==> src/axis_analog_pkg.sv <==
// Package for the axis analog register interface: byte map, field layouts, timing.
// Assumes a byte-wide controller interface with byte index 0..7 and one 100 MHz clock.
package axis_analog_pkg;

  // Interface byte indices
  localparam logic [2:0] BYTE_SELECT   = 3'h0;
  localparam logic [2:0] BYTE_LOW_1    = 3'h1;
  localparam logic [2:0] BYTE_LOW_2    = 3'h2;
  localparam logic [2:0] BYTE_LOW_3    = 3'h3;
  localparam logic [2:0] BYTE_START    = 3'h4;
  localparam logic [2:0] BYTE_HIGH_5   = 3'h5;
  localparam logic [2:0] BYTE_HIGH_6   = 3'h6;
  localparam logic [2:0] BYTE_HIGH_7   = 3'h7;

  // Selection byte fields
  localparam int SEL_MODULE_LSB = 0;
  localparam int SEL_REG_LSB    = 3;
  localparam int SEL_RESET_BIT  = 6;

  // Module codes
  localparam logic [2:0] MODULE_ONE = 3'h6;
  localparam logic [2:0] MODULE_TWO = 3'h7;

  // Register codes
  localparam logic [2:0] REG_ADDITIONAL = 3'h6;
  localparam logic [2:0] REG_NONE       = 3'h7;

  // Numeric register codes on the main module
  localparam logic [2:0] NUM_MODULO    = 3'h0;
  localparam logic [2:0] NUM_PRECUT    = 3'h1;
  localparam logic [2:0] NUM_ACTUAL    = 3'h2;
  localparam logic [2:0] NUM_REFERENCE = 3'h0;
  localparam logic [2:0] NUM_ZERO_OFS  = 3'h1;
  localparam logic [2:0] NUM_CUTOFF    = 3'h2;
  localparam logic [2:0] NUM_GATE      = 3'h3;

  // Command register bits
  localparam int CMD_ANALOG    = 0;
  localparam int CMD_NEG_SETPT = 1;
  localparam int CMD_TEST      = 2;
  localparam int CMD_BRAKE_POL = 3;

  // Widths
  localparam int NUM_W     = 24;
  localparam int RAMP_W    = 12;
  localparam int SPEED_W   = 11;
  localparam int ADD_W     = 12;
  localparam int CMD_W     = 4;
  localparam int AXES      = 6;

  // Reset values
  localparam logic [7:0] SELECT_RESET = 8'h00;

  // Ramp pause timing
  localparam int CLK_PERIOD_PS   = 10000;
  localparam int PAUSE_NORMAL_PS = 1000000000;
  localparam int PAUSE_TEST_PS   = 500000;
  localparam int PAUSE_NORMAL_CYC = PAUSE_NORMAL_PS / CLK_PERIOD_PS;
  localparam int PAUSE_TEST_CYC   = PAUSE_TEST_PS / CLK_PERIOD_PS;

  typedef struct packed {
    logic [2:0] index;
    logic [7:0] data;
  } byte_access_s;

  typedef struct packed {
    logic [RAMP_W-1:0]  accelRamp;
    logic [RAMP_W-1:0]  brakeRamp;
    logic [SPEED_W-1:0] rapidValue;
    logic [SPEED_W-1:0] slowValue;
    logic [CMD_W-1:0]   command;
  } axis_cfg_s;

endpackage

==> src/axis_analog_register_interface.sv <==
// Byte-wide register interface of a multi-axis positioning module with two analog modules.
// Assumes the controller writes bytes synchronously to sys_clk, one byte per strobe.
// Summary of operation
// - Numeric register is three bytes addressed together, chosen by selection byte.
// - Numeric registers hold unsigned 24-bit counts from zero to all ones.
// - Reference, offset, cutoff, gate in bytes 5-7; modulo, pre-cutoff, actual in 1-3.
// - Analog module registers are write-only; target chosen first in byte zero.
// - Selection bit six low clears numeric, start/stop and analog registers.
// - Module code 110 serves axes one to three, 111 axes four to six.
// - First selection of absent module gets no acknowledge, nor do later analog ones; after a present one first, all acknowledge.
// - Even codes: acceleration ramp bytes 1-2, command byte 3, brake ramp bytes 5-6.
// - Odd codes: rapid value bytes 1-2, slow value bytes 5-6.
// - Code 110 selects additional analog value; code 111 selects nothing.
// - Values little-endian: first byte holds the least significant bits.
// - Analog modules raise no interrupts.
// - Start and stop go through byte four; each axis has its own command.
// - Command bit zero selects analog mode with enable and brake outputs.
// - Command bit one allows negative setpoints when moving backward.
// - Command bit two picks ramp pause of one millisecond or half microsecond.
// - Command bit three inverts brake polarity; bits seven to four unused.
// - Hardware reset clears all registers and outputs to zero.
// - Ramp registers hold 12 bits, upper four of second byte unused.
// - Rapid and slow registers hold 11 bits, upper five of second byte unused.
module axis_analog_register_interface (
  // Clock and reset
  input  wire logic                           sys_clk,
  input  wire logic                           rst_n,
  // Controller byte interface
  input  wire logic                           wrStrobe,
  input  wire logic                           rdStrobe,
  input  wire axis_analog_pkg::byte_access_s  hostAccess,
  output logic [7:0]                          rdData,
  output logic                                ackOut,
  // Module presence and axis activity
  input  wire logic [1:0]                     modulePresent,
  input  wire logic [axis_analog_pkg::AXES-1:0] axisPositioning,
  // Per-axis outputs
  output logic [7:0]                          startStop,
  output logic [axis_analog_pkg::AXES-1:0]    analogMode,
  output logic [axis_analog_pkg::AXES-1:0]    negativeSetpoint,
  output logic [axis_analog_pkg::AXES-1:0]    brakeOut,
  output logic [axis_analog_pkg::AXES-1:0]    pauseTick,
  output axis_analog_pkg::axis_cfg_s [axis_analog_pkg::AXES-1:0] axisCfg,
  output logic [axis_analog_pkg::ADD_W-1:0]   additionalValue [2],
  output logic                                irqOut
);

  localparam int NW = axis_analog_pkg::NUM_W;
  localparam int NA = axis_analog_pkg::AXES;

  logic [7:0]    select_r;
  logic [NW-1:0] lowRegs_r  [3];
  logic [NW-1:0] highRegs_r [4];
  logic          firstSelDone_r;
  logic          ackBlocked_r;
  logic          softClear;
  logic [2:0]    moduleCode;
  logic [2:0]    regCode;
  logic          analogSel;
  logic          moduleIdx;

  // Bytes 1..3 or 5..7 map to a byte lane 0..2 of a numeric register
  function automatic logic [1:0] laneOf(input logic [2:0] idx);
    logic [1:0] lane;
    lane = (idx >= axis_analog_pkg::BYTE_HIGH_5) ? 2'(idx - axis_analog_pkg::BYTE_HIGH_5)
                                                  : 2'(idx - axis_analog_pkg::BYTE_LOW_1);
    return lane;
  endfunction

  assign softClear  = wrStrobe && hostAccess.index == axis_analog_pkg::BYTE_SELECT
                      && !hostAccess.data[axis_analog_pkg::SEL_RESET_BIT];
  assign moduleCode = select_r[axis_analog_pkg::SEL_MODULE_LSB +: 3];
  assign regCode    = select_r[axis_analog_pkg::SEL_REG_LSB +: 3];
  assign analogSel  = moduleCode == axis_analog_pkg::MODULE_ONE
                      || moduleCode == axis_analog_pkg::MODULE_TWO;
  assign moduleIdx  = moduleCode == axis_analog_pkg::MODULE_TWO;

  // Selection byte
  always_ff @(posedge sys_clk) begin
    if (!rst_n) begin
      select_r <= axis_analog_pkg::SELECT_RESET;
    end else if (wrStrobe && hostAccess.index == axis_analog_pkg::BYTE_SELECT) begin
      select_r <= hostAccess.data;
    end
  end

  // Numeric registers, three bytes each, little-endian lanes
  always_ff @(posedge sys_clk) begin
    if (!rst_n || softClear) begin
      for (int i = 0; i < 3; i++) lowRegs_r[i] <= '0;
      for (int i = 0; i < 4; i++) highRegs_r[i] <= '0;
    end else if (wrStrobe && !analogSel) begin
      if (hostAccess.index inside {[axis_analog_pkg::BYTE_LOW_1:axis_analog_pkg::BYTE_LOW_3]}
          && regCode <= axis_analog_pkg::NUM_ACTUAL) begin
        lowRegs_r[regCode[1:0]][laneOf(hostAccess.index)*8 +: 8] <= hostAccess.data;
      end else if (hostAccess.index >= axis_analog_pkg::BYTE_HIGH_5
                   && regCode <= axis_analog_pkg::NUM_GATE) begin
        highRegs_r[regCode[1:0]][laneOf(hostAccess.index)*8 +: 8] <= hostAccess.data;
      end
    end
  end

  // Read path: numeric registers only; analog registers return nothing
  always_ff @(posedge sys_clk) begin
    if (!rst_n) begin
      rdData <= 8'h00;
    end else if (rdStrobe) begin
      rdData <= 8'h00;
      if (!analogSel) begin
        if (hostAccess.index inside {[axis_analog_pkg::BYTE_LOW_1:axis_analog_pkg::BYTE_LOW_3]}
            && regCode <= axis_analog_pkg::NUM_ACTUAL) begin
          rdData <= lowRegs_r[regCode[1:0]][laneOf(hostAccess.index)*8 +: 8];
        end else if (hostAccess.index >= axis_analog_pkg::BYTE_HIGH_5
                     && regCode <= axis_analog_pkg::NUM_GATE) begin
          rdData <= highRegs_r[regCode[1:0]][laneOf(hostAccess.index)*8 +: 8];
        end
      end
    end
  end

  // Acknowledge: an absent module selected first after power-up blocks it
  always_ff @(posedge sys_clk) begin
    if (!rst_n) begin
      firstSelDone_r <= 1'b0;
      ackBlocked_r   <= 1'b0;
    end else if (!firstSelDone_r && analogSel && (wrStrobe || rdStrobe)
                 && hostAccess.index != axis_analog_pkg::BYTE_SELECT) begin
      firstSelDone_r <= 1'b1;
      ackBlocked_r   <= !modulePresent[moduleIdx];
    end
  end

  always_ff @(posedge sys_clk) begin
    if (!rst_n) begin
      ackOut <= 1'b0;
    end else begin
      ackOut <= (wrStrobe || rdStrobe) && !(analogSel && ackBlocked_r)
                && !(analogSel && !firstSelDone_r && !modulePresent[moduleIdx]
                     && hostAccess.index != axis_analog_pkg::BYTE_SELECT);
    end
  end

  // Start/stop byte belongs to the main module, not the analog registers
  always_ff @(posedge sys_clk) begin
    if (!rst_n || softClear) begin
      startStop <= 8'h00;
    end else if (wrStrobe && hostAccess.index == axis_analog_pkg::BYTE_START) begin
      startStop <= hostAccess.data;
    end
  end

  // Analog module registers, per axis
  generate
    for (genvar a = 0; a < NA; a++) begin : g_axis
      localparam logic       MOD  = (a >= 3);
      localparam logic [2:0] EVEN = 3'(2 * (a % 3));
      localparam logic [2:0] ODD  = 3'(2 * (a % 3) + 1);
      logic hit;
      logic [31:0] pauseCnt_r;
      logic [31:0] pauseLimit;

      assign hit = wrStrobe && analogSel && moduleIdx == MOD && modulePresent[MOD];

      always_ff @(posedge sys_clk) begin
        if (!rst_n || softClear) begin
          axisCfg[a] <= '0;
        end else if (hit && regCode == EVEN) begin
          unique case (hostAccess.index)
            axis_analog_pkg::BYTE_LOW_1:  axisCfg[a].accelRamp[7:0]  <= hostAccess.data;
            axis_analog_pkg::BYTE_LOW_2:  axisCfg[a].accelRamp[11:8] <= hostAccess.data[3:0];
            axis_analog_pkg::BYTE_LOW_3:  axisCfg[a].command <= hostAccess.data[3:0];
            axis_analog_pkg::BYTE_HIGH_5: axisCfg[a].brakeRamp[7:0]  <= hostAccess.data;
            axis_analog_pkg::BYTE_HIGH_6: axisCfg[a].brakeRamp[11:8] <= hostAccess.data[3:0];
            default: ;
          endcase
        end else if (hit && regCode == ODD) begin
          unique case (hostAccess.index)
            axis_analog_pkg::BYTE_LOW_1:  axisCfg[a].rapidValue[7:0]  <= hostAccess.data;
            axis_analog_pkg::BYTE_LOW_2:  axisCfg[a].rapidValue[10:8] <= hostAccess.data[2:0];
            axis_analog_pkg::BYTE_HIGH_5: axisCfg[a].slowValue[7:0]   <= hostAccess.data;
            axis_analog_pkg::BYTE_HIGH_6: axisCfg[a].slowValue[10:8]  <= hostAccess.data[2:0];
            default: ;
          endcase
        end
      end

      // Output stages derived from the command bits
      always_ff @(posedge sys_clk) begin
        if (!rst_n) begin
          analogMode[a]       <= 1'b0;
          negativeSetpoint[a] <= 1'b0;
          brakeOut[a]         <= 1'b0;
        end else begin
          analogMode[a]       <= axisCfg[a].command[axis_analog_pkg::CMD_ANALOG];
          negativeSetpoint[a] <= axisCfg[a].command[axis_analog_pkg::CMD_NEG_SETPT];
          // Brake only meaningful in analog mode; held low otherwise
          brakeOut[a] <= axisCfg[a].command[axis_analog_pkg::CMD_ANALOG]
                         && (axisPositioning[a]
                             ^ axisCfg[a].command[axis_analog_pkg::CMD_BRAKE_POL]);
        end
      end

      // Ramp pause tick; the half-microsecond setting is a test speed-up
      assign pauseLimit = axisCfg[a].command[axis_analog_pkg::CMD_TEST]
                          ? 32'(axis_analog_pkg::PAUSE_TEST_CYC - 1)
                          : 32'(axis_analog_pkg::PAUSE_NORMAL_CYC - 1);

      always_ff @(posedge sys_clk) begin
        if (!rst_n || !axisCfg[a].command[axis_analog_pkg::CMD_ANALOG]) begin
          pauseCnt_r   <= 32'h0;
          pauseTick[a] <= 1'b0;
        end else if (pauseCnt_r >= pauseLimit) begin
          pauseCnt_r   <= 32'h0;
          pauseTick[a] <= 1'b1;
        end else begin
          pauseCnt_r   <= pauseCnt_r + 32'h1;
          pauseTick[a] <= 1'b0;
        end
      end
    end
  endgenerate

  // Additional analog value per module, sign in bit 11
  generate
    for (genvar m = 0; m < 2; m++) begin : g_module
      always_ff @(posedge sys_clk) begin
        if (!rst_n || softClear) begin
          additionalValue[m] <= '0;
        end else if (wrStrobe && analogSel && moduleIdx == 1'(m) && modulePresent[m]
                     && regCode == axis_analog_pkg::REG_ADDITIONAL) begin
          if (hostAccess.index == axis_analog_pkg::BYTE_LOW_1) begin
            additionalValue[m][7:0] <= hostAccess.data;
          end else if (hostAccess.index == axis_analog_pkg::BYTE_LOW_2) begin
            additionalValue[m][11:8] <= hostAccess.data[3:0];
          end
        end
      end
    end
  endgenerate

  // Analog modules never interrupt
  always_ff @(posedge sys_clk) begin
    irqOut <= 1'b0;
  end

endmodule

==> config.mk <==
export PLATFORM = sky130hd
export DESIGN_NAME = axis_analog_register_interface
export DESIGN_NICKNAME = d
export VERILOG_FILES = /design/src/axis_analog_pkg.sv /design/src/axis_analog_register_interface.sv
export SDC_FILE = /design/constraint.sdc
export NUM_CORES = 1
export LEC_CHECK = 0
export BUFFER_PORTS_ARGS = -buffer_cell sky130_fd_sc_hd__buf_4
export CAP_MARGIN = 20
export CORE_ASPECT_RATIO = 1.5
export CORE_UTILIZATION = 45
export DETAILED_ROUTE_END_ITERATION = 12
export PLACE_DENSITY = 0.73
export SLEW_MARGIN = 20
export SYNTH_ARGS = -nofsm -noshare
export SYNTH_HDL_FRONTEND = slang
export SYNTH_SLANG_ARGS = --single-unit
export TNS_END_PERCENT = 10
==> constraint.sdc <==
create_clock -name sys_clk -period 2.6 [get_ports sys_clk]
set_input_delay 0.26 -clock sys_clk [delete_from_list [all_inputs] [get_ports sys_clk]]
set_output_delay 0.26 -clock sys_clk [all_outputs]
set_load 0.005 [all_outputs]
==> results.ini <==
[cts]
cts_tree = built
cts_max_level = 3
clockRootBuffer = clkbuf_16
postCtsSetupBuffers = 0
path_clk_slew_ns = 0.07
clk_latency_ns = 0.63
cts_max_path_buffers = 3
cts_sinks = 759
cts_buffers = 72

[route]
first_pass_iters = 6
routed_wl_um = 84300
post-route-drc-count = 0
vias = 22086
vias_per_cell = 5.23
dr.first_iter.drc_count = 1436
avgRoutedWirePerCell_um = 20.0
ant_nets = 0

[placed_design]
placed_area_um2 = 34800
place_congestion = 0.904
hpwl_um = 58800
port-buffer-count = 387

[timing]
setup_tns_ns = 0
maxSlewHeadroom = 0.391
rsz0062_at_grt = no
setup_viol_count_final = 0
clock_skew_ns = 0.0235
fin_crit_ns = 2.46
fmax_mhz = 406
final_hold_viol_count = 0
timing.final.crit_share = 0.947
worst_pin_slew_ns = 0.912
timing.final.max_slew_violations = 0

[cells_and_area]
syn_to_final_growth_pct = 23.9
drive_gt1_frac = 0.222
regArea_um2 = 17100
fin_nets = 3380
multi_input_area_um2 = 12500
antennaDiodeCount = 0
nFillCells = 5711
fin_area_um2 = 37300

[die]
die-area_um2 = 68000
fp.dieW_um = 213
initial_core_util = 0.457
rows = 115
pin_count = 389
design.core.area_um2 = 65900
die_y_um = 319

[synth]
netlist_area_um2 = 30100
async_flop_share = 0
synth_area_leaders = dfxtp_1 38%, edfxtp_1 19%, mux2i_1 10%
synth.distinct_cells = 66
synthTopCellsByCount = 567 x dfxtp_1, 560 x nor2_1, 303 x mux2i_1
synthMostInstantiatedCell = dfxtp_1
synth_warnings = 0
synth_edf_count = 192
synth_flop_cell = dfxtp_1
syn_area_per_cell_um2 = 10.9
synthCells = 2755
synth.ff_latch_count = 759
yosysTopAreaCell = dfxtp_1
synth_top_area_frac = 0.377
ys_seq_area_frac = 0.568

[critical_path]
worstPathRequired_ns = 3.07
path_max_fanout = 14
cp.arrival_ns = 2.93
cpPeakStageDelay_ns = 0.61
cp-end-kind = flip-flop
crit_slowest_cell = nor3_4
critical_path.top_delay_family = simple AND/OR/NAND/NOR gates
reg2reg_from = select_r[2]$_SDFFE_PN0N_
cp.buffers_inverters = 0
rr_endpoint = axisCfg[120]$_SDFFE_PP0P_
crit_cells = 5
crit_type = reg -> reg
cp-start-kind = flip-flop
r2r_cells = 5
ff2ff_setup_slack_ns = 0.14
cp_cell_sequence = and3_1 > nand2_2 > nor3_4 > mux2i_1 > nor2_1

[run]
cap_violations = 0

[global_route]
antenna_found_initial = 0
grt_usage = 0.248
grt_pass1_vias = 21845
grt-ovfl-total = 0
grt_pass1_wl_um = 128000
grt_max_degree = 157

[worst_hold_path]
worstHoldStart = modulePresent[0]
hold_depth = 4
hp-class = in -> reg
whs_endpoint = ackBlocked_r$_SDFFE_PN0P_

[pwr]
power_leakage_nw = 14.8
vdd_drop_max_v = 0.000636
power.density_nw_per_um2 = 651

[outcome]
status = complete, no violations

==> power breakdown <==
part	internal, mW	total [mW]	switching (mW)
registers	12.3	12.4	0.0738
clock network	6.45	11.0	4.58
logic	0.237	0.870	0.633
total	19.0	24.3	5.29
==> cells in the final DEF (no fill, tap or decap), types with 65 or more instances in the layout <==
cell type	n
dfxtp_1	565
nor2_1	559
buf_4	494
mux2i_1	303
edfxtp_1	192
nand2_1	168
conb_1	109
clkbuf_16	78
nor3_1	74
a21oi_1	71
ha_1	65
==> final cells by class <==
| class | instances | area share |
|---|---|---|
| Tap cell | 877 | 0.0294 |
| Clock buffer | 102 | 0.0571 |
| Sequential cell | 759 | 0.459 |
| Multi-Input combinational cell | 1900 | 0.335 |
| Inverter | 51 | 0.00513 |
| Clock inverter | 28 | 0.00939 |
| Timing Repair Buffer | 508 | 0.105 |
==> stage by stage <==
stage | cells | hold slack, ns | power (mW) | worst slack, ns | util
5_1_grt | 4225 | 0.0388 | 25.0 | 0.00727 | 0.566
2_1_floorplan | 2863 | 0.397 | 13.1 | 0.112 | -
6_report | 4225 | 0.0381 | 24.3 | 0.138 | 0.566
3_3_place_gp | 4088 | 0.456 | 13.5 | 0.160 | 0.527
4_1_cts | 4225 | 0.00444 | 24.5 | 0.141 | 0.566
3_5_place_dp | 4088 | 0.462 | 13.5 | 0.0584 | 0.527
==> cells by family after synthesis <==
logic type	count (synthesis)	synth area share
xor gates and xnor gates	102	0.0297
adders and majority gates	65	0.0270
and+or+nand+nor	1087	0.174
other	1	0.000124
buffers and inverters	204	0.0309
AOI/OAI and AO/OA	190	0.0382
muxes	347	0.132
DFF	759	0.568
==> flip-flops by register name, summed over array words and instances, names as in the netlist, named ones only <==
signal	cells
negativeSetpoint	6
analogMode	6
ackBlocked_r	1
additionalValue	24
brakeOut	6
rdData	8
lowRegs_r	96
startStop	8
firstSelDone_r	1
axisCfg	300
g_axis.pauseCnt_r	192
highRegs_r	96
pauseTick	6
select_r	6
ackOut	1
==> how the worst max path moves through the flow <==
| stage | endpoint | from |
|---|---|---|
| final | axisCfg[120]$_SDFFE_PP0P_ | select_r[2]$_SDFFE_PN0N_ |
| after global routing | axisCfg[120]$_SDFFE_PP0P_ | select_r[2]$_SDFFE_PN0N_ |
| after CTS | axisCfg[103]$_SDFFE_PP0P_ | select_r[3]$_SDFFE_PN0N_ |
| after detailed placement | lowRegs_r[1][17]$_SDFFCE_PN0P_ | hostAccess[8] |
| after global placement | lowRegs_r[1][14]$_SDFFCE_PN0P_ | hostAccess[8] |
| after floorplan | highRegs_r[0][0]$_SDFFCE_PN0P_ | hostAccess[8] |
==> what timing repair did <==
| item | in CTS | in global routing |
|---|---|---|
| setup endpoints to repair | 0 | 9 |
| gates resized for setup | 0 | 2 |
| hold buffers | 7 | 0 |
| endpoints found under the hold margin | 12 | 0 |
==> worst reg2reg max path: cells and delay by family, from the launching register on <==
family           cells  cell delay, ns
AND/OR/NAND/NOR      4            1.62
multiplexers         1            0.28
flip-flops           1            0.41
==> per-layer routing <==
metal | vias to the layer above | wire length [µm] | track usage | part of all wire
met5 | - | 0 | 0 | 0
met4 | 0 | 2790 | 0.0965 | 0.033
met1 | 10702 | 32300 | 0.288 | 0.38
li1 | 10499 | - | - | -
met2 | 746 | 43300 | 0.439 | 0.51
met3 | 139 | 5850 | 0.0554 | 0.069
Power figures use the tool's default switching activity.
